<file path="src/rtl/dma_zero_defs.vh">
// Offsets, field positions, codes and reset values of the channel pair
`ifndef DMA_ZERO_DEFS_VH
`define DMA_ZERO_DEFS_VH

`define OFS_SRC_PTR 8'h20
`define OFS_IO_A 8'h26
`define OFS_MEM_B 8'h28
`define OFS_IO_B 8'h2E
`define OFS_CTRL_A 8'h40
`define OFS_CTRL_B 8'h41
`define OFS_STATUS 8'h44
`define OFS_MASK 8'h45

`define BIT_ENABLE 7
`define BIT_SIZE 6
`define BIT_DIR 5
`define BIT_REPEAT 4
`define BIT_STEP_EN 4
`define BIT_IE 3
`define BIT_SEL_HI 2
`define BIT_SEL_MID 1
`define BIT_SEL_LO 0

`define STAT_END_A 0
`define STAT_END_B 1

`define CTRL_RESET 8'h00
`define PTR_RESET 24'h000000
`define IO_RESET 8'h00
`define PTR_UPPER 8'hFF
`define STEP_BYTE 24'h000001
`define STEP_WORD 24'h000002

`define CODE_TIMER3 3'h3
`define CODE_SCI_TX 3'h4
`define CODE_SCI_RX 3'h5
`define CODE_EXTERNAL_TRANSFER_REQUEST_PIN_FALL 3'h6
`define CODE_EXTERNAL_TRANSFER_REQUEST_PIN_LOW 3'h7
`define CODE_AUTO_BURST 3'h0
`define CODE_AUTO_STEAL 3'h2

`endif

</file>
<file path="src/rtl/dma_channel_zero_control.v">
// Control of DMA channel pair zero: registers, triggers, pointer steps
`timescale 1ns/1ns
module dma_channel_zero_control (
	input wire clk,
	input wire rst,
	input wire [7:0] reg_addr,
	input wire [31:0] reg_wdata,
	input wire reg_write,
	input wire reg_read,
	output reg [31:0] reg_rdata,
	input wire [3:0] timer_match,
	input wire sci_tx_empty,
	input wire sci_rx_full,
	input wire external_transfer_request_pin_n,
	input wire count_end_a,
	input wire count_end_b,
	output reg req_a,
	output reg req_b,
	output reg req_full,
	output reg [23:0] mem_addr_a,
	output reg [23:0] mem_addr_b,
	output reg [7:0] io_addr_a,
	output reg [7:0] io_addr_b,
	output reg word_a,
	output reg word_b,
	output wire full_mode,
	output wire block_mode,
	output wire irq
);
`include "dma_zero_defs.vh"

	// Software visible state
	reg [23:0] ptr_a;
	reg [23:0] ptr_b;
	reg [23:0] start_a;
	reg [23:0] start_b;
	reg [7:0] io_a;
	reg [7:0] io_b;
	reg [7:0] ctrl_a;
	reg [7:0] ctrl_b;
	reg [1:0] status;
	reg [1:0] mask;
	reg [1:0] next_status;
	reg [31:0] next_rdata;

	// Enable history for the end event
	reg en_prev_a;
	reg en_prev_b;

	// Request pin synchroniser and filtered level
	reg external_transfer_request_pin_s1;
	reg external_transfer_request_pin_s2;
	reg external_transfer_request_pin_s3;
	reg external_transfer_request_pin_lvl;

	wire external_transfer_request_pin_fall;
	wire external_transfer_request_pin_low;
	wire trig_a;
	wire trig_b;
	wire [23:0] next_ptr_a;
	wire [23:0] next_ptr_b;

	// Write strobes per register and the status read strobe
	wire wr_ptr_a;
	wire wr_ptr_b;
	wire wr_io_a;
	wire wr_io_b;
	wire wr_ctrl_a;
	wire wr_ctrl_b;
	wire wr_mask;
	wire rd_status;

	assign wr_ptr_a = reg_write & (reg_addr == `OFS_SRC_PTR);
	assign wr_ptr_b = reg_write & (reg_addr == `OFS_MEM_B);
	assign wr_io_a = reg_write & (reg_addr == `OFS_IO_A);
	assign wr_io_b = reg_write & (reg_addr == `OFS_IO_B);
	assign wr_ctrl_a = reg_write & (reg_addr == `OFS_CTRL_A);
	assign wr_ctrl_b = reg_write & (reg_addr == `OFS_CTRL_B);
	assign wr_mask = reg_write & (reg_addr == `OFS_MASK);
	assign rd_status = reg_read & (reg_addr == `OFS_STATUS);

	// Codes 6 and 7 on sub-channel A switch the pair to full mode
	assign full_mode = ctrl_a[`BIT_SEL_HI] & ctrl_a[`BIT_SEL_MID];
	// Lowest A select bit picks block transfer in full mode
	assign block_mode = full_mode & ctrl_a[`BIT_SEL_LO];

	// Short mode operating modes
	wire repeat_a;
	wire repeat_b;
	wire idle_a;
	wire idle_b;

	// Repeat off gives I/O mode regardless of interrupt enable
	assign repeat_a = ctrl_a[`BIT_REPEAT] & ~ctrl_a[`BIT_IE];
	assign repeat_b = ctrl_b[`BIT_REPEAT] & ~ctrl_b[`BIT_IE];
	assign idle_a = ctrl_a[`BIT_REPEAT] & ctrl_a[`BIT_IE];
	assign idle_b = ctrl_b[`BIT_REPEAT] & ctrl_b[`BIT_IE];

	// Transfer launch conditions
	wire fire_a;
	wire fire_b;
	wire fire_full;

	// Nothing launches while the enable bit is clear
	assign fire_a = ~full_mode & ctrl_a[`BIT_ENABLE] & trig_a;
	assign fire_b = ~full_mode & ctrl_b[`BIT_ENABLE] & trig_b;
	assign fire_full = full_mode & ctrl_a[`BIT_ENABLE] &
		ctrl_b[`BIT_ENABLE] & trig_b;

	// Pointer step controls
	wire step_en_a;
	wire step_en_b;
	wire size_b;

	// Short mode always steps; full mode steps on the enable bits
	assign step_en_a = full_mode ? ctrl_a[`BIT_STEP_EN] : 1'b1;
	assign step_en_b = full_mode ? ctrl_b[`BIT_STEP_EN] : 1'b1;
	assign size_b = full_mode ? ctrl_a[`BIT_SIZE] : ctrl_b[`BIT_SIZE];

	// Source side or sub-channel A pointer step
	address_stepper step_a (
		.addr(ptr_a),
		.step_en(step_en_a),
		.down(ctrl_a[`BIT_DIR]),
		.word(ctrl_a[`BIT_SIZE]),
		.next_addr(next_ptr_a)
	);

	// Destination side or sub-channel B pointer step
	address_stepper step_b (
		.addr(ptr_b),
		.step_en(step_en_b),
		.down(ctrl_b[`BIT_DIR]),
		.word(size_b),
		.next_addr(next_ptr_b)
	);

	// Sub-channel A trigger, short mode only, no request pin
	activation_select sel_a (
		.code(ctrl_a[`BIT_SEL_HI:`BIT_SEL_LO]),
		.full_mode(1'b0),
		.block_mode(1'b0),
		.allow_external_transfer_request_pin(1'b0),
		.timer_match(timer_match),
		.sci_tx_empty(sci_tx_empty),
		.sci_rx_full(sci_rx_full),
		.external_transfer_request_pin_fall(external_transfer_request_pin_fall),
		.external_transfer_request_pin_low(external_transfer_request_pin_low),
		.trigger(trig_a)
	);

	// Sub-channel B trigger, also the pair trigger in full mode
	activation_select sel_b (
		.code(ctrl_b[`BIT_SEL_HI:`BIT_SEL_LO]),
		.full_mode(full_mode),
		.block_mode(block_mode),
		.allow_external_transfer_request_pin(1'b1),
		.timer_match(timer_match),
		.sci_tx_empty(sci_tx_empty),
		.sci_rx_full(sci_rx_full),
		.external_transfer_request_pin_fall(external_transfer_request_pin_fall),
		.external_transfer_request_pin_low(external_transfer_request_pin_low),
		.trigger(trig_b)
	);

	// Request pin: three stages, change accepted when last two agree
	always @(posedge clk) begin
		if (rst) begin
			external_transfer_request_pin_s1 <= 1'b1;
			external_transfer_request_pin_s2 <= 1'b1;
			external_transfer_request_pin_s3 <= 1'b1;
			external_transfer_request_pin_lvl <= 1'b1;
		end else begin
			external_transfer_request_pin_s1 <= external_transfer_request_pin_n;
			external_transfer_request_pin_s2 <= external_transfer_request_pin_s1;
			external_transfer_request_pin_s3 <= external_transfer_request_pin_s2;
			if (external_transfer_request_pin_s2 == external_transfer_request_pin_s3) begin
				external_transfer_request_pin_lvl <= external_transfer_request_pin_s3;
			end
		end
	end

	// Falling edge at the moment the filtered level drops
	assign external_transfer_request_pin_fall = (external_transfer_request_pin_s2 == external_transfer_request_pin_s3) & ~external_transfer_request_pin_s3 & external_transfer_request_pin_lvl;
	assign external_transfer_request_pin_low = ~external_transfer_request_pin_lvl;

	// Pointer A: write wins, then repeat reload, then step
	always @(posedge clk) begin
		if (rst) begin
			ptr_a <= `PTR_RESET;
			start_a <= `PTR_RESET;
		end else if (wr_ptr_a) begin
			ptr_a <= reg_wdata[23:0];
			start_a <= reg_wdata[23:0];
		end else if (~full_mode & repeat_a & count_end_a) begin
			ptr_a <= start_a;
		end else if (fire_a | fire_full) begin
			ptr_a <= next_ptr_a;
		end
	end

	// Pointer B: write wins, then repeat reload, then step
	always @(posedge clk) begin
		if (rst) begin
			ptr_b <= `PTR_RESET;
			start_b <= `PTR_RESET;
		end else if (wr_ptr_b) begin
			ptr_b <= reg_wdata[23:0];
			start_b <= reg_wdata[23:0];
		end else if (~full_mode & repeat_b & count_end_b) begin
			ptr_b <= start_b;
		end else if (fire_b | fire_full) begin
			ptr_b <= next_ptr_b;
		end
	end

	// I/O address registers
	always @(posedge clk) begin
		if (rst) begin
			io_a <= `IO_RESET;
			io_b <= `IO_RESET;
		end else begin
			if (wr_io_a) begin
				io_a <= reg_wdata[7:0];
			end
			if (wr_io_b) begin
				io_b <= reg_wdata[7:0];
			end
		end
	end

	// Control A: count end drops enable except in short repeat mode
	always @(posedge clk) begin
		if (rst) begin
			ctrl_a <= `CTRL_RESET;
		end else if (wr_ctrl_a) begin
			ctrl_a <= reg_wdata[7:0];
		end else if (count_end_a & (full_mode | ~repeat_a)) begin
			ctrl_a[`BIT_ENABLE] <= 1'b0;
		end
	end

	// Control B: master enable in full mode is left to software
	always @(posedge clk) begin
		if (rst) begin
			ctrl_b <= `CTRL_RESET;
		end else if (wr_ctrl_b) begin
			ctrl_b <= reg_wdata[7:0];
		end else if (count_end_b & ~full_mode & ~repeat_b) begin
			ctrl_b[`BIT_ENABLE] <= 1'b0;
		end
	end

	// End events: enable fell while end interrupt is enabled; none for B in full mode
	wire end_a;
	wire end_b;

	assign end_a = en_prev_a & ~ctrl_a[`BIT_ENABLE] &
		ctrl_a[`BIT_IE];
	assign end_b = en_prev_b & ~ctrl_b[`BIT_ENABLE] &
		ctrl_b[`BIT_IE] & ~full_mode;

	// Enable history
	always @(posedge clk) begin
		if (rst) begin
			en_prev_a <= 1'b0;
			en_prev_b <= 1'b0;
		end else begin
			en_prev_a <= ctrl_a[`BIT_ENABLE];
			en_prev_b <= ctrl_b[`BIT_ENABLE];
		end
	end

	// Sticky status: read clears, a new event wins over the clear
	always @* begin
		next_status = rd_status ? 2'h0 : status;
		next_status[`STAT_END_A] = next_status[`STAT_END_A] | end_a;
		next_status[`STAT_END_B] = next_status[`STAT_END_B] | end_b;
	end

	// Status and mask registers
	always @(posedge clk) begin
		if (rst) begin
			status <= 2'h0;
			mask <= 2'h0;
		end else begin
			status <= next_status;
			if (wr_mask) begin
				mask <= reg_wdata[1:0];
			end
		end
	end

	// Level interrupt while any unmasked status bit is set
	assign irq = |(status & mask);

	// Read multiplexer; upper pointer byte reads as ones
	always @* begin
		next_rdata = 32'h00000000;
		case (reg_addr)
			`OFS_SRC_PTR: begin
				next_rdata = {`PTR_UPPER, ptr_a};
			end
			`OFS_MEM_B: begin
				next_rdata = {`PTR_UPPER, ptr_b};
			end
			`OFS_IO_A: begin
				next_rdata = {24'h000000, io_a};
			end
			`OFS_IO_B: begin
				next_rdata = {24'h000000, io_b};
			end
			`OFS_CTRL_A: begin
				next_rdata = {24'h000000, ctrl_a};
			end
			`OFS_CTRL_B: begin
				next_rdata = {24'h000000, ctrl_b};
			end
			`OFS_STATUS: begin
				next_rdata = {30'h00000000, status};
			end
			`OFS_MASK: begin
				next_rdata = {30'h00000000, mask};
			end
			default: begin
				next_rdata = 32'h00000000;
			end
		endcase
	end

	// Read data valid only in the cycle after the strobe
	always @(posedge clk) begin
		if (rst) begin
			reg_rdata <= 32'h00000000;
		end else if (reg_read) begin
			reg_rdata <= next_rdata;
		end else begin
			reg_rdata <= 32'h00000000;
		end
	end

	// Transfer request pulses
	always @(posedge clk) begin
		if (rst) begin
			req_a <= 1'b0;
			req_b <= 1'b0;
			req_full <= 1'b0;
		end else begin
			req_a <= fire_a;
			req_b <= fire_b;
			req_full <= fire_full;
		end
	end

	// Addresses and size handed to the bus cycle logic
	always @(posedge clk) begin
		if (rst) begin
			mem_addr_a <= `PTR_RESET;
			mem_addr_b <= `PTR_RESET;
			io_addr_a <= `IO_RESET;
			io_addr_b <= `IO_RESET;
			word_a <= 1'b0;
			word_b <= 1'b0;
		end else begin
			if (fire_a | fire_full) begin
				mem_addr_a <= ptr_a;
				word_a <= ctrl_a[`BIT_SIZE];
			end
			if (fire_b | fire_full) begin
				mem_addr_b <= ptr_b;
				word_b <= size_b;
			end
			if (fire_a) begin
				io_addr_a <= io_a;
			end
			if (fire_b) begin
				io_addr_b <= io_b;
			end
		end
	end

endmodule

</file>
<file path="src/rtl/address_stepper.v">
// Next memory pointer after one transfer: hold, up or down by size
`timescale 1ns/1ns
module address_stepper (
	input wire [23:0] addr,
	input wire step_en,
	input wire down,
	input wire word,
	output wire [23:0] next_addr
);
`include "dma_zero_defs.vh"

	wire [23:0] delta;

	// Byte steps by one, word by two
	assign delta = word ? `STEP_WORD : `STEP_BYTE;

	// Held, decremented or incremented
	assign next_addr = !step_en ? addr :
		(down ? addr - delta : addr + delta);

endmodule

</file>
<file path="src/rtl/activation_select.v">
// Decodes a three-bit select code into one transfer trigger
`timescale 1ns/1ns
module activation_select (
	input wire [2:0] code,
	input wire full_mode,
	input wire block_mode,
	input wire allow_external_transfer_request_pin,
	input wire [3:0] timer_match,
	input wire sci_tx_empty,
	input wire sci_rx_full,
	input wire external_transfer_request_pin_fall,
	input wire external_transfer_request_pin_low,
	output reg trigger
);
`include "dma_zero_defs.vh"

	// Source selection per address mode
	always @* begin
		trigger = 1'b0;
		if (!full_mode) begin
			case (code)
				3'h0, 3'h1, 3'h2, `CODE_TIMER3: begin
					trigger = timer_match[code[1:0]];
				end
				`CODE_SCI_TX: begin
					trigger = sci_tx_empty;
				end
				`CODE_SCI_RX: begin
					trigger = sci_rx_full;
				end
				`CODE_EXTERNAL_TRANSFER_REQUEST_PIN_FALL: begin
					trigger = allow_external_transfer_request_pin & external_transfer_request_pin_fall;
				end
				`CODE_EXTERNAL_TRANSFER_REQUEST_PIN_LOW: begin
					trigger = allow_external_transfer_request_pin & external_transfer_request_pin_low;
				end
				default: begin
					trigger = 1'b0;
				end
			endcase
		end else if (block_mode) begin
			case (code)
				3'h0, 3'h1, 3'h2, `CODE_TIMER3: begin
					trigger = timer_match[code[1:0]];
				end
				`CODE_EXTERNAL_TRANSFER_REQUEST_PIN_FALL: begin
					trigger = external_transfer_request_pin_fall;
				end
				default: begin
					trigger = 1'b0;
				end
			endcase
		end else begin
			case (code)
				`CODE_AUTO_BURST, `CODE_AUTO_STEAL: begin
					trigger = 1'b1;
				end
				`CODE_EXTERNAL_TRANSFER_REQUEST_PIN_FALL: begin
					trigger = external_transfer_request_pin_fall;
				end
				`CODE_EXTERNAL_TRANSFER_REQUEST_PIN_LOW: begin
					trigger = external_transfer_request_pin_low;
				end
				default: begin
					trigger = 1'b0;
				end
			endcase
		end
	end

endmodule

</file>
<file path="config.mk">
export PLATFORM = sky130hd
export DESIGN_NAME = dma_channel_zero_control
export DESIGN_NICKNAME = d
export VERILOG_FILES = /design/src/rtl/dma_channel_zero_control.v /design/src/rtl/address_stepper.v /design/src/rtl/activation_select.v
export VERILOG_INCLUDE_DIRS = /design/src /design/src/rtl
export SDC_FILE = /design/constraint.sdc
export NUM_CORES = 1
export LEC_CHECK = 0
export ABC_AREA = 1
export BUFFER_PORTS_ARGS = -buffer_cell sky130_fd_sc_hd__clkbuf_2
export CAP_MARGIN = 30
export CORE_MARGIN = 10
export CORE_UTILIZATION = 40
export DETAILED_ROUTE_END_ITERATION = 10
export MAX_ROUTING_LAYER = met4
export SYNTH_ARGS = -nofsm -noshare
export SYNTH_HDL_FRONTEND = slang
export SYNTH_SLANG_ARGS = --single-unit
export TNS_END_PERCENT = 20
</file>
<file path="constraint.sdc">
create_clock -name clk -period 6.5 [get_ports clk]
set_input_delay 0 -clock clk [delete_from_list [all_inputs] [get_ports clk]]
set_output_delay 0 -clock clk [all_outputs]
set_load 0.05 [all_outputs]
</file>
== Yosys cells after proc, flatten, opt, wreduce, memory -nomap -nowiden ==
Index checks and enable logic that the tools add are counted.

* Reductions and logical operators: 16
* Order comparisons: 2
* Add/subtract/negate cells: 4
* Multiplexer cells: 31
* Equality and inequality tests: 23
* Bitwise operators: 49

{| class="wikitable"
|+ Operators by type and width
! cell !! count
|-
| $pmux 32 s8 || 1
|-
| $mux 24 || 10
|-
| $add 24x24->24 || 2
|-
| $sub 24x24->24 || 2
|-
| $and 1x1->1 || 33
|-
| $eq 8x6->1 const B || 4
|-
| $eq 8x7->1 const B || 4
|-
| $eq 3x3->1 const B || 8
|-
| $eq 3x2->1 const B || 4
|-
| $reduce_bool 3->1 || 4
|-
| $mux 1 || 11
|-
| $not 1->1 || 10
|-
| $reduce_or 2->1 || 4
|-
| $reduce_or 4->1 || 2
|-
| $eq 3x1->1 const B || 2
|-
| $logic_not 3->1 || 2
|-
| $lt 2x3->1 const B || 2
|-
| $mux 2 || 3
|-
| $or 1x1->1 || 5
|-
| $pmux 1 s5 || 1
|-
| $bmux 1 s2 || 2
|-
| $pmux 1 s4 || 1
|-
| $reduce_and 2->1 || 2
|-
| $reduce_bool 2->1 || 2
|-
| other kinds (4) || 4
|}

* Output and inout bits: 104
* Bits of input ports: 53
* Word-level logic and storage cells: 153
* Register bits: 239

== Logic depth before layout (Yosys ltp) ==
Gate-level depths: netlist of run 1.

* Word-level depth: 11
* Mapped depth: 18
* Depth with buffers taken out: 18

== Hierarchy ==
From an unflattened synthesis of run 1, not the netlist that was laid out.

* Cells, all modules: 2347
* Area total of the unflattened synthesis: 14443.9 um^2

{| class="wikitable"
|+ Modules (own cells, without submodules)
! module !! times used !! cells an instance !! sequential area each (um^2) !! area an instance (um^2)
|-
| dma_channel_zero_control || 1 || 1427 || 4644.5 || 10132.2
|-
| address_stepper || 2 || 422 || 0.0 || 1998.2
|-
| activation_select || 2 || 38 || 0.0 || 157.7
|}

== Worst setup path after synthesis of run 1 ==
Ideal clock, no wire load.

* Path kind: reg2reg
* Start: register ctrl_b[5]
* End: register ptr_b[16]
* Path buffers: 0
* Clock period less this slack: 2391 ps
* Setup slack: 4109 ps
* Setup time: 114 ps
* Data required time: 6386 ps
* Data arrival time: 2277 ps
* Stages on the path, launching flop included: 15
* Path through: dfxtp_1 inv_1 nor2_1 inv_1 fa_1 inv_1 nand3_1 nand3_1 nand2_1 nand2_1 nand3_1 nand3_1 nand3_1 a21oi_1 nor2_1

* Word-level cells in the longest chain between the ends: 5

{| class="wikitable"
|+ Ends and longest elaborated chain
! item !! RTL line !! RTL
|-
| start: declaration || dma_channel_zero_control.v:40 || <nowiki>reg [7:0] ctrl_b;</nowiki>
|-
| start signal: assignment || dma_channel_zero_control.v:246 || <nowiki>ctrl_b <= `CTRL_RESET;</nowiki>
|-
| start signal: assignment || dma_channel_zero_control.v:248 || <nowiki>ctrl_b <= reg_wdata[7:0];</nowiki>
|-
| $mux 24 || address_stepper.v:19 || <nowiki>(down ? addr - delta : addr + delta);</nowiki>
|-
| $mux 24 || address_stepper.v:18 || <nowiki>assign next_addr = !step_en ? addr :</nowiki>
|-
| $mux 24 || dma_channel_zero_control.v:212 || <nowiki>end else if (fire_b | fire_full) begin</nowiki>
|-
| $mux 24 || dma_channel_zero_control.v:210 || <nowiki>end else if (~full_mode & repeat_b & count_end_b) begin</nowiki>
|-
| $mux 24 || dma_channel_zero_control.v:207 || <nowiki>end else if (wr_ptr_b) begin</nowiki>
|-
| end signal: assignment || dma_channel_zero_control.v:208 || <nowiki>ptr_b <= reg_wdata[23:0];</nowiki>
|-
| end signal: assignment || dma_channel_zero_control.v:211 || <nowiki>ptr_b <= start_b;</nowiki>
|-
| end signal: assignment || dma_channel_zero_control.v:213 || <nowiki>ptr_b <= next_ptr_b;</nowiki>
|-
| end: declaration || dma_channel_zero_control.v:34 || <nowiki>reg [23:0] ptr_b;</nowiki>
|}

Every way passes these cells. The select of a mux whose other input is x is not followed.
A chain may end at the register's enable or synchronous reset.

== Worst setup path after layout of run 1 ==
* Start: register ctrl_a[1]
* End: register ptr_b[16]

* Word-level cells in the longest chain between the ends: 9
* Elaborated cells between the ends (all ways): 26
* Classes of those cells: 2 x add/sub; 10 x mux; 11 x bitwise; 3 x reduce/logical

{| class="wikitable"
|+ Ends and longest elaborated chain
! item !! RTL line !! RTL
|-
| start: declaration || dma_channel_zero_control.v:39 || <nowiki>reg [7:0] ctrl_a;</nowiki>
|-
| start signal: assignment || dma_channel_zero_control.v:235 || <nowiki>ctrl_a <= `CTRL_RESET;</nowiki>
|-
| start signal: assignment || dma_channel_zero_control.v:237 || <nowiki>ctrl_a <= reg_wdata[7:0];</nowiki>
|-
| $and 1x1->1 (*) || dma_channel_zero_control.v:83 || <nowiki>assign full_mode = ctrl_a[`BIT_SEL_HI] & ctrl_a[`BIT_SEL_MID];</nowiki>
|-
| $mux 1 || dma_channel_zero_control.v:118 || <nowiki>assign size_b = full_mode ? ctrl_a[`BIT_SIZE] : ctrl_b[`BIT_SIZE];</nowiki>
|-
| $mux 2 (no line) || -- ||
|-
| $add 24x24->24 or $sub 24x24->24 (tied branches) || address_stepper.v:19 ||
|-
| $mux 24 || address_stepper.v:19 ||
|-
| $mux 24 || address_stepper.v:18 ||
|-
| $mux 24 || dma_channel_zero_control.v:212 ||
|-
| $mux 24 || dma_channel_zero_control.v:210 ||
|-
| $mux 24 || dma_channel_zero_control.v:207 ||
|}

Every way passes the cells marked *; elsewhere a longest branch is shown, timed or not. The select of a mux whose other input is x is not followed.

==> impl_results.html, run 1 <==
<table>
<tr><th>Metric</th><th>Value</th></tr>
<tr><th colspan="2">Logic synthesis</th></tr>
<tr><td>Prevailing post-synth register cell</td><td>sky130_fd_sc_hd__dfxtp_1</td></tr>
<tr><td>Combined area of all synthesized cells</td><td>0.01322 mm^2</td></tr>
<tr><td>Net Count, Synth</td><td>2192</td></tr>
<tr><td>Seq cells post-synth</td><td>232</td></tr>
<tr><td>Part of the Yosys area used for sequential elements</td><td>35.12%</td></tr>
<tr><td>Post-synth ARST share</td><td>0%</td></tr>
<tr><td>EDFF count, synth</td><td>0</td></tr>
<tr><td>Count of yosys warnings during synthesis</td><td>0</td></tr>
<tr><td>Number of distinct library cell variants in the gate-level netlist after synthesis</td><td>44</td></tr>
<tr><td>Average cell area after synthesis</td><td>6.327 um^2</td></tr>
<tr><td>Cell count after synthesis</td><td>2090</td></tr>
<tr><th colspan="2">Hold path</th></tr>
<tr><td>Type of the most critical hold path</td><td>in2reg</td></tr>
<tr><td>Hold_sp</td><td>reg_addr[5]</td></tr>
<tr><th colspan="2">Floorplanning</th></tr>
<tr><td>Initial Utilization</td><td>40.64%</td></tr>
<tr><td>Floorplan die width</td><td>201.8 um</td></tr>
<tr><td>Io pins</td><td>157</td></tr>
<tr><td>Total core area</td><td>0.03254 mm^2</td></tr>
<tr><td>Overall die area</td><td>0.04073 mm^2</td></tr>
<tr><td>Row Count</td><td>66</td></tr>
<tr><td>Height of the chip</td><td>201.8 um</td></tr>
<tr><th colspan="2">Setup path</th></tr>
<tr><td>Type of the setup path with the least slack</td><td>reg2reg</td></tr>
<tr><td>Setup crit start</td><td>ctrl_a[1]</td></tr>
<tr><td>Endpoint type of the worst setup path</td><td>flip-flop</td></tr>
<tr><td>Slowest cell delay on critical path</td><td>0.52 ns</td></tr>
<tr><td>Maximum fanout count along the critical path</td><td>10</td></tr>
<tr><td>CP max-delay cell</td><td>sky130_fd_sc_hd__o21ai_0</td></tr>
<tr><td>Worst-case register-to-register setup slack</td><td>3.27 ns</td></tr>
<tr><td>Most common cell type on the critical path</td><td>sky130_fd_sc_hd__nand3_1</td></tr>
<tr><td>Worst EP arrival</td><td>3.66 ns</td></tr>
<tr><td>Launching element type of the critical path</td><td>flip-flop</td></tr>
<tr><td>Critical path data required time</td><td>6.93 ns</td></tr>
<tr><td>Critical R2R Launch</td><td>ctrl_a[1]</td></tr>
<tr><td>Sequence of cells on the critical path</td><td>nand2_2, o21ai_0, inv_1, nor2_1, inv_1, fa_1, inv_1, nand3_1, nand3_1, nand2_1, nand2_1, nand3_1, nand3_1, nand3_1, a21oi_1, nor2_1</td></tr>
<tr><th colspan="2">Route</th></tr>
<tr><td>Total detailed-routing wirelength</td><td>43.98 mm</td></tr>
<tr><td>Antenna-violating nets left</td><td>0</td></tr>
<tr><td>First-iteration detailed-routing DRC count</td><td>832</td></tr>
<tr><td>Detailed-routing iteration count for the pre-antenna-repair pass</td><td>5</td></tr>
<tr><td>DR WL/cell</td><td>16.34 um</td></tr>
<tr><td>Post-route DRC violation count</td><td>0</td></tr>
<tr><td>Vias per std cell</td><td>4.974</td></tr>
<tr><td>Routed via count</td><td>13390</td></tr>
<tr><th colspan="2">Power</th></tr>
<tr><td>Cell-internal power</td><td>0.002431 W</td></tr>
<tr><td>Power dissipated by switching net loads</td><td>0.0006991 W</td></tr>
<tr><td>Static leakage</td><td>7.530 nW</td></tr>
<tr><td>Clk network pwr share</td><td>50.7%</td></tr>
<tr><td>Sequential share of power</td><td>45.6%</td></tr>
<tr><td>Power per unit of standard cell area</td><td>202.6 mW/mm^2</td></tr>
<tr><td>Peak supply drop</td><td>0.0002526 V</td></tr>
<tr><td>Total chip power</td><td>0.003130 W</td></tr>
<tr><td>Logic gate share of total power</td><td>3.7%</td></tr>
<tr><td>Fraction of power spent switching nets</td><td>22.34%</td></tr>
<tr><th colspan="2">Layout</th></tr>
<tr><td>Relative area change from synthesis to final layout</td><td>16.82%</td></tr>
<tr><td>Antenna diode count</td><td>0</td></tr>
<tr><td>Non-Filler Cell Area, Final</td><td>0.01545 mm^2</td></tr>
<tr><td>Final Non-Filler Cells</td><td>2692</td></tr>
<tr><td>Share of final-layout standard cells stronger than drive strength 1</td><td>11.02%</td></tr>
<tr><td># nets final</td><td>2332</td></tr>
<tr><th colspan="2">Place</th></tr>
<tr><td>Cell area reported after detailed placement</td><td>0.01420 mm^2</td></tr>
<tr><td>Port Buffers</td><td>148</td></tr>
<tr><td>Post-placement cell count</td><td>2611</td></tr>
<tr><td>Final RePlAce weighted congestion</td><td>0.9663</td></tr>
<tr><td>Placed wire-length estimate after detailed placement</td><td>33.06 mm</td></tr>
<tr><th colspan="2">Run status</th></tr>
<tr><td>Run status</td><td>finished, final reports clean</td></tr>
<tr><th colspan="2">Clocking</th></tr>
<tr><td>Number of clock buffers inserted by TritonCTS</td><td>27</td></tr>
<tr><td>TritonCTS clock tree</td><td>done</td></tr>
<tr><td>Setup fix buffers added after clock tree synthesis</td><td>0</td></tr>
<tr><td>H-Tree Level Count</td><td>1</td></tr>
<tr><td>Clock latency reported for the late side of the worst-skew pair</td><td>0.55 ns</td></tr>
<tr><td>Clock Root Buffer</td><td>sky130_fd_sc_hd__clkbuf_16</td></tr>
<tr><td>Number of buffers between clock root and the deepest sink</td><td>3</td></tr>
<tr><td>Post-CTS clock slew at the launch and capture registers of the worst setup and hold paths</td><td>0.06 ns</td></tr>
<tr><td># clock sinks</td><td>232</td></tr>
<tr><th colspan="2">Global routing</th></tr>
<tr><td>Overall routing resource usage</td><td>21.59%</td></tr>
<tr><td>Pin count of the biggest net entering global routing</td><td>95</td></tr>
<tr><td>Number of antenna violations at the first check in global routing</td><td>0</td></tr>
<tr><td>Total gr overflow</td><td>0</td></tr>
<tr><td>Wire length of the first global-routing pass</td><td>69.75 mm</td></tr>
<tr><td>Number of global-route vias before repair</td><td>12620</td></tr>
<tr><th colspan="2">Timing</th></tr>
<tr><td>Post-Route Hold Slack</td><td>0.03157 ns</td></tr>
<tr><td>Normalized max-slew margin</td><td>36.11%</td></tr>
<tr><td>Top achievable clock speed</td><td>0.3096 GHz</td></tr>
<tr><td>Min Clock Period, post-route</td><td>3.230 ns</td></tr>
<tr><td>Pin slew with the least headroom to its limit</td><td>0.9584 ns</td></tr>
<tr><td>Post-route clock period utilization</td><td>49.69%</td></tr>
<tr><td>Final setup TNS</td><td>0 ns</td></tr>
<tr><td>Max-slew violation count</td><td>0</td></tr>
<tr><td>Final setup violating endpoints</td><td>0</td></tr>
<tr><td>Fin Clk Skew</td><td>0.01396 ns</td></tr>
<tr><td>Final hold violation count</td><td>0</td></tr>
<tr><td>Setup repair after global routing missed its margin</td><td>false</td></tr>
<tr><th colspan="2">Job</th></tr>
<tr><td>Number of max-cap violations</td><td>0</td></tr>
</table>
## final timing paths
kind                                      end  cells past startpoint
max reg2reg                         ptr_b[16]                     16
min reg2reg  external_transfer_request_pin_s2                      1
min                              reg_rdata[8]                      5
max                                 ptr_b[16]                     16
## cell usage after synthesis (6+ instances only)
| cell type | number | area share, % |
|---|---|---|
| sky130_fd_sc_hd__ha_1 | 47 | 4.4 |
| sky130_fd_sc_hd__o22ai_1 | 20 | 0.95 |
| sky130_fd_sc_hd__buf_4 | 10 | 0.57 |
| sky130_fd_sc_hd__nor3_1 | 11 | 0.42 |
| sky130_fd_sc_hd__o21ai_0 | 122 | 4.6 |
| sky130_fd_sc_hd__buf_6 | 6 | 0.51 |
| sky130_fd_sc_hd__nand4_1 | 17 | 0.80 |
| sky130_fd_sc_hd__buf_2 | 22 | 0.83 |
| sky130_fd_sc_hd__nor2_1 | 220 | 6.2 |
| sky130_fd_sc_hd__a211oi_2 | 8 | 0.76 |
| sky130_fd_sc_hd__nand2_1 | 618 | 18 |
| sky130_fd_sc_hd__o21ai_1 | 17 | 0.64 |
| sky130_fd_sc_hd__clkbuf_1 | 36 | 1.0 |
| sky130_fd_sc_hd__a21oi_1 | 205 | 7.8 |
| sky130_fd_sc_hd__dfxtp_1 | 232 | 35 |
| sky130_fd_sc_hd__nand3_1 | 132 | 5.0 |
| sky130_fd_sc_hd__inv_2 | 14 | 0.40 |
| sky130_fd_sc_hd__inv_1 | 296 | 8.4 |
| sky130_fd_sc_hd__nand2_2 | 6 | 0.28 |
## area by class of cell
type / count / area [um^2]
tap: 442 / 553.0
multi-input combinational: 1469 / 7003
clock buffer: 38 / 757.0
sequential: 232 / 4644
inverter: 313 / 1181
timing repair buffer: 187 / 1141
fill: 3504 / 17090
clock inverter: 11 / 167.7
## what timing repair did
action | in CTS | in global routing
gates resized for setup | 0 | 0
hold endpoints to repair | 120 | 0
hold buffers | 32 | 0
## kinds of logic (layout without fill, tap and decap cells)
family                     count (synthesis)  count (layout)  share of synthesized area [%]
DFF                                      232             232                          35.12
adders and majority gates                 49              49                          4.750
xor gates and xnor gates                   5               5                         0.3312
AOI/OAI and AO/OA                        386             386                          15.54
and+or+nand+nor                         1029            1029                          32.34
buffers and inverters                    389             549                          11.91
## metrics by stage
stage / setup WS [ns] / util, %
finish: 3.270 / 47.48
global route: 2.950 / 47.48
CTS: 3.256 / 47.48
detailed placement: 3.285 / 43.65
global placement: 3.283 / 43.52
floorplan: 4.109 / -
## registers in the layout, indices dropped and copies added (netlist names), 2 cells and up
name,count
start_b,24
mem_addr_a,24
ctrl_a,8
ptr_a,24
io_b,8
mem_addr_b,24
io_addr_a,8
status,2
io_addr_b,8
ctrl_b,8
io_a,8
reg_rdata,25
ptr_b,24
mask,2
start_a,24
## power by group through the flow
stage	combinational, W	clock [W]	sequential (W)
floorplan	0.0000505	0	0.00146
global placement	0.0000982	0	0.00146
detailed placement	0.0000986	0	0.00146
CTS	0.000114	0.00162	0.00143
global route	0.000125	0.00167	0.00143
finish	0.000115	0.00159	0.00143
## layer usage
| metal | routed length, um | global-route usage, % | share of wire, % |
|---|---|---|---|
| met5 | 0 | - | 0 |
| met4 | 1153 | 5.772 | 2.6 |
| met3 | 2724 | 2.879 | 6.2 |
| met2 | 19640 | 34.37 | 45 |
| met1 | 20460 | 28.26 | 47 |
## critical path, delay by kind of cell (launching register included)
family	cells	cell delay, ns
AO/OA/AOI/OAI	2	0.69
AND/OR/NAND/NOR	10	1.29
buffers and inverters	3	0.31
adder cells (fa/ha/maj)	1	0.42
flip-flops	1	0.40
## placed cells by master (no fill, tap or decap), types with 5 or more instances in the layout
master	netlist	routed
sky130_fd_sc_hd__a211oi_2	8	8
sky130_fd_sc_hd__a21oi_1	205	205
sky130_fd_sc_hd__buf_4	10	5
sky130_fd_sc_hd__clkbuf_1	36	7
sky130_fd_sc_hd__clkbuf_16	0	27
sky130_fd_sc_hd__clkbuf_2	0	148
sky130_fd_sc_hd__dfxtp_1	232	232
sky130_fd_sc_hd__dlygate4sd3_1	0	32
sky130_fd_sc_hd__ha_1	47	47
sky130_fd_sc_hd__inv_1	296	296
sky130_fd_sc_hd__inv_2	14	14
sky130_fd_sc_hd__nand2_1	618	618
sky130_fd_sc_hd__nand2_2	6	6
sky130_fd_sc_hd__nand3_1	132	132
sky130_fd_sc_hd__nand3_2	5	5
sky130_fd_sc_hd__nand4_1	17	17
sky130_fd_sc_hd__nor2_1	220	220
sky130_fd_sc_hd__nor3_1	11	11
sky130_fd_sc_hd__o21ai_0	122	122
sky130_fd_sc_hd__o21ai_1	17	17
sky130_fd_sc_hd__o22ai_1	20	20
sky130_fd_sc_hd__o31ai_1	5	5
Note: power is estimated with default switching activity, not from simulation.
==> inputs of run 2 (changes only) <==
Settings changed: ABC_AREA 1 to 0.
Clock period 6.5 ns to 3.14 ns, I/O delays scaled along.
==> run 2 against run 1 <==
Net effect: clock skew grew 0.010 ns; combinational power is 88% higher; first-iteration DRC count shrank 0.12%; design area decreased by 7.7%; critical path depth down 2; total power up 110%; global-route usage shrank 1.1 points; critical path type unchanged.
==> impl_results.html, run 2 <==
<table>
<tr><th>Metric</th><th>Value</th></tr>
<tr><th colspan="2">Timing</th></tr>
<tr><td>Setup repair after global routing missed its margin</td><td>true</td></tr>
<tr><td>Top achievable clock speed</td><td>0.3371 GHz</td></tr>
<tr><td>Final setup violating endpoints</td><td>0</td></tr>
<tr><td>Max-slew violation count</td><td>0</td></tr>
<tr><td>Post-route setup slack</td><td>0.1736 ns</td></tr>
<tr><td>Fin Clk Skew</td><td>0.02422 ns</td></tr>
<tr><td>Final setup TNS</td><td>0 ns</td></tr>
<tr><td>Normalized max-slew margin</td><td>44.35%</td></tr>
<tr><td>Pin slew with the least headroom to its limit</td><td>0.8324 ns</td></tr>
<tr><td>Final hold violation count</td><td>0</td></tr>
<tr><td>Min Clock Period, post-route</td><td>2.966 ns</td></tr>
<tr><td>Post-route clock period utilization</td><td>94.47%</td></tr>
<tr><th colspan="2">Setup path</th></tr>
<tr><td>Launching element type of the critical path</td><td>flip-flop</td></tr>
<tr><td>Slowest cell delay on critical path</td><td>0.36 ns</td></tr>
<tr><td>Critical path data required time</td><td>3.59 ns</td></tr>
<tr><td>Critical path buffer and inverter count</td><td>0</td></tr>
<tr><td>Endpoint type of the worst setup path</td><td>flip-flop</td></tr>
<tr><td>Delay-heaviest family, CP</td><td>compound AO/OA/AOI/OAI gates</td></tr>
<tr><td>CP max-delay cell</td><td>sky130_fd_sc_hd__dfxtp_1</td></tr>
<tr><td>Maximum fanout count along the critical path</td><td>3</td></tr>
<tr><td>Type of the setup path with the least slack</td><td>reg2reg</td></tr>
<tr><td>Most common cell type on the critical path</td><td>sky130_fd_sc_hd__a21oi_2</td></tr>
<tr><td>Sequence of cells on the critical path</td><td>nand2_2, mux2i_4, ha_2, fa_2, nor2b_1, o21ai_1, a21oi_2, a21oi_2, a31o_2, nor2_4, mux2i_1, nand4_1, a211o_1, a31oi_1</td></tr>
<tr><td>Worst EP arrival</td><td>3.42 ns</td></tr>
<tr><th colspan="2">Logic synthesis</th></tr>
<tr><td>Average cell area after synthesis</td><td>8.309 um^2</td></tr>
<tr><td>Count of yosys warnings during synthesis</td><td>0</td></tr>
<tr><td>Post-Synth Simple-Gate Area</td><td>19.46%</td></tr>
<tr><td>Share of the synthesized netlist area taken by xor and xnor gates</td><td>2.701%</td></tr>
<tr><td>Part of the Yosys area used for sequential elements</td><td>39.79%</td></tr>
<tr><td>Number of distinct library cell variants in the gate-level netlist after synthesis</td><td>70</td></tr>
<tr><td>Commonest cells post-synth</td><td>sky130_fd_sc_hd__nand2_1 (242), sky130_fd_sc_hd__dfxtp_1 (232), sky130_fd_sc_hd__nor2_1 (158)</td></tr>
<tr><td>Adder and majority cell fraction of the synthesized area</td><td>5.380%</td></tr>
<tr><td>Post-synth ARST share</td><td>0%</td></tr>
<tr><td>Fraction of synthesized cell area taken by the top area cell type</td><td>39.79%</td></tr>
<tr><td>Compound-cell area share of the yosys netlist</td><td>18.99%</td></tr>
<tr><td>Multiplexer area fraction after synthesis</td><td>9.539%</td></tr>
<tr><td>Largest family of logic cells by synthesized area</td><td>simple AND/OR/NAND/NOR gates</td></tr>
<tr><td>Net Count, Synth</td><td>1507</td></tr>
<tr><td>Cell count after synthesis</td><td>1405</td></tr>
<tr><td>Leading cell type by number of instances after synthesis</td><td>sky130_fd_sc_hd__nand2_1</td></tr>
<tr><td>Combined area of all synthesized cells</td><td>0.01167 mm^2</td></tr>
<tr><td>EDFF count, synth</td><td>0</td></tr>
<tr><td>Leading post-synthesis cells by cell area</td><td>sky130_fd_sc_hd__dfxtp_1 (40%), sky130_fd_sc_hd__mux2i_1 (8.1%), sky130_fd_sc_hd__nand2_1 (7.8%)</td></tr>
<tr><td>Cell accounting for the most synthesized area</td><td>sky130_fd_sc_hd__dfxtp_1</td></tr>
<tr><td>Seq cells post-synth</td><td>232</td></tr>
<tr><td>Prevailing post-synth register cell</td><td>sky130_fd_sc_hd__dfxtp_1</td></tr>
<tr><th colspan="2">Power</th></tr>
<tr><td>Power dissipated by switching net loads</td><td>0.001449 W</td></tr>
<tr><td>Fraction of power spent switching nets</td><td>22.55%</td></tr>
<tr><td>Cell-internal power</td><td>0.004977 W</td></tr>
<tr><td>Peak supply drop</td><td>0.0003614 V</td></tr>
<tr><td>Power per unit of standard cell area</td><td>450.8 mW/mm^2</td></tr>
<tr><td>Logic gate share of total power</td><td>3.4%</td></tr>
<tr><td>Clk network pwr share</td><td>50.7%</td></tr>
<tr><td>Static leakage</td><td>5.977 nW</td></tr>
<tr><td>Sequential share of power</td><td>45.9%</td></tr>
<tr><th colspan="2">Hold path</th></tr>
<tr><td>Type of the most critical hold path</td><td>in2reg</td></tr>
<tr><th colspan="2">Layout</th></tr>
<tr><td># nets final</td><td>1681</td></tr>
<tr><td>Flip-flop and latch area</td><td>0.004648 mm^2</td></tr>
<tr><td>Max reg flops</td><td>25</td></tr>
<tr><td>Relative area change from synthesis to final layout</td><td>22.10%</td></tr>
<tr><td>Layout fillers</td><td>2766</td></tr>
<tr><td>Most flops, register</td><td>reg_rdata</td></tr>
<tr><td>Final design utilization</td><td>49.53%</td></tr>
<tr><td>Share of final-layout standard cells stronger than drive strength 1</td><td>18.07%</td></tr>
<tr><td>Antenna diode count</td><td>0</td></tr>
<tr><td>Non-Filler Cell Area, Final</td><td>0.01425 mm^2</td></tr>
<tr><td>Top library cells by usage in the layout, fill and taps aside</td><td>sky130_fd_sc_hd__nand2_1 (240), sky130_fd_sc_hd__dfxtp_1 (229), sky130_fd_sc_hd__nor2_1 (157)</td></tr>
<tr><td>Footprint of the multi-input gates</td><td>0.006611 mm^2</td></tr>
<tr><td>Most common library cell in the layout ignoring fill and taps</td><td>sky130_fd_sc_hd__nand2_1</td></tr>
<tr><th colspan="2">Place</th></tr>
<tr><td>Port Buffers</td><td>148</td></tr>
<tr><td>Cell area reported after detailed placement</td><td>0.01291 mm^2</td></tr>
<tr><td>Worst slack, placed</td><td>-0.07629 ns</td></tr>
<tr><td>Final RePlAce weighted congestion</td><td>0.8908</td></tr>
<tr><td>Placed wire-length estimate after detailed placement</td><td>26.93 mm</td></tr>
<tr><th colspan="2">Global routing</th></tr>
<tr><td>Number of global-route vias before repair</td><td>10150</td></tr>
<tr><td>Number of antenna violations at the first check in global routing</td><td>0</td></tr>
<tr><td>Pin count of the biggest net entering global routing</td><td>141</td></tr>
<tr><td>Wire length of the first global-routing pass</td><td>58.58 mm</td></tr>
<tr><td>Overall routing resource usage</td><td>20.47%</td></tr>
<tr><td>Total gr overflow</td><td>0</td></tr>
<tr><th colspan="2">Floorplanning</th></tr>
<tr><td>Total core area</td><td>0.02878 mm^2</td></tr>
<tr><td>Row Count</td><td>62</td></tr>
<tr><td>Io pins</td><td>157</td></tr>
<tr><td>Height of the chip</td><td>190.8 um</td></tr>
<tr><td>Overall die area</td><td>0.03642 mm^2</td></tr>
<tr><td>Floorplan die width</td><td>190.8 um</td></tr>
<tr><td>Initial Utilization</td><td>40.56%</td></tr>
<tr><th colspan="2">Clocking</th></tr>
<tr><td>Clock latency reported for the late side of the worst-skew pair</td><td>0.55 ns</td></tr>
<tr><td>Number of buffers between clock root and the deepest sink</td><td>3</td></tr>
<tr><td>H-Tree Level Count</td><td>1</td></tr>
<tr><td>Number of clock buffers inserted by TritonCTS</td><td>26</td></tr>
<tr><td>Post-CTS clock slew at the launch and capture registers of the worst setup and hold paths</td><td>0.06 ns</td></tr>
<tr><td>TritonCTS clock tree</td><td>done</td></tr>
<tr><td>Clock Root Buffer</td><td>sky130_fd_sc_hd__clkbuf_16</td></tr>
<tr><td># clock sinks</td><td>232</td></tr>
<tr><th colspan="2">Route</th></tr>
<tr><td>Total detailed-routing wirelength</td><td>37.70 mm</td></tr>
<tr><td>First-iteration detailed-routing DRC count</td><td>831</td></tr>
<tr><td>Detailed-routing iteration count for the pre-antenna-repair pass</td><td>6</td></tr>
<tr><td>Routed via count</td><td>10800</td></tr>
<tr><td>DR WL/cell</td><td>19.01 um</td></tr>
<tr><td>Antenna-violating nets left</td><td>0</td></tr>
<tr><td>Vias per std cell</td><td>5.446</td></tr>
<tr><td>Post-route DRC violation count</td><td>0</td></tr>
<tr><th colspan="2">Run status</th></tr>
<tr><td>Run status</td><td>finished, final reports clean</td></tr>
<tr><th colspan="2">Job</th></tr>
<tr><td>Number of max-cap violations</td><td>0</td></tr>
</table>
-- run 2: cell types whose count changed in the layout (fill, tap and decap cells not counted), sizes merged, moves of 45 or more --
cell	delta
buf	+45
nor2	-65
nand3	-102
mux2i	+94
o21ai	-96
nand2	-382
o211ai	+50
inv	-288
a21oi	-48
-- run 2: per-stage QoR --
| stage | hold slack (ns) | std cells | power (W) |
|---|---|---|---|
| after floorplan | 0.07912 | 1405 | 0.003105 |
| after global placement | 0.1846 | 1898 | 0.003192 |
| after detailed placement | 0.1860 | 1898 | 0.003194 |
| after CTS | 0.05084 | 1981 | 0.006481 |
| after global routing | 0.09730 | 1983 | 0.006624 |
| final | 0.08701 | 1983 | 0.006426 |
-- run 2: layer usage --
layer | global-route usage, % | vias to the layer above | part of all wire [%] | wire (um)
met1 | 28.00 | 5154 | 47 | 17850
li1 | - | 5334 | - | -
met2 | 31.81 | 271 | 46 | 17390
met5 | - | - | 0 | 0
met4 | 4.300 | 0 | 1.6 | 609
met3 | 2.451 | 40 | 4.9 | 1843
-- run 2: final cells by class --
cell class	count	share of cell area [%]
multi-input cells	1061	46.38
flip-flops and latches	232	32.61
repair buffers	234	10.56
clock buffers	33	5.030
well taps	384	3.371
clock inverters	15	1.413
inverters	24	0.6320
-- run 2: final timing paths --
kind	from	end	slack, ns	cells after the start
max	ctrl_a[1]	ptr_b[16]	0.17	14
min	reg_addr[2]	status[0]	0.09	4
max reg2reg	ctrl_a[1]	ptr_b[16]	0.17	14
min reg2reg	external_transfer_request_pin_s1	external_transfer_request_pin_s2	0.41	1
-- run 2: kinds of logic after synthesis --
kind of cell / Yosys count
and+or+nand+nor: 521
AOI/OAI and AO/OA: 351
DFF: 232
buffers and inverters: 112
muxes: 104
adders and majority gates: 49
xor gates and xnor gates: 36
-- run 2: power by group through the flow --
| stage | clock network (W) | registers (W) | logic (W) |
|---|---|---|---|
| global placement | 0 | 0.00302 | 0.000176 |
| detailed placement | 0 | 0.00302 | 0.000178 |
| CTS | 0.00332 | 0.00295 | 0.000213 |
| finish | 0.00326 | 0.00295 | 0.000216 |
| global route | 0.00345 | 0.00295 | 0.000229 |
| floorplan | 0 | 0.00301 | 0.0000903 |
-- run 2: repair_timing --
item,4_1_cts,5_1_grt
setup endpoints to repair,3,15
pin swaps,1,4
endpoints found under the hold margin,162,0
hold buffers,35,0
setup buffers,0,2
gates resized for setup,2,18
-- run 2: worst reg2reg max path, cell delays in order (launching register included) --
cell,delay (ns)
sky130_fd_sc_hd__dfxtp_1,0.36
sky130_fd_sc_hd__nand2_2,0.10
sky130_fd_sc_hd__mux2i_4,0.21
sky130_fd_sc_hd__ha_2,0.20
sky130_fd_sc_hd__fa_2,0.35
sky130_fd_sc_hd__nor2b_1,0.13
sky130_fd_sc_hd__o21ai_1,0.10
sky130_fd_sc_hd__a21oi_2,0.21
sky130_fd_sc_hd__a21oi_2,0.08
sky130_fd_sc_hd__a31o_2,0.29
sky130_fd_sc_hd__nor2_4,0.13
sky130_fd_sc_hd__mux2i_1,0.19
sky130_fd_sc_hd__nand4_1,0.11
sky130_fd_sc_hd__a211o_1,0.30
sky130_fd_sc_hd__a31oi_1,0.12
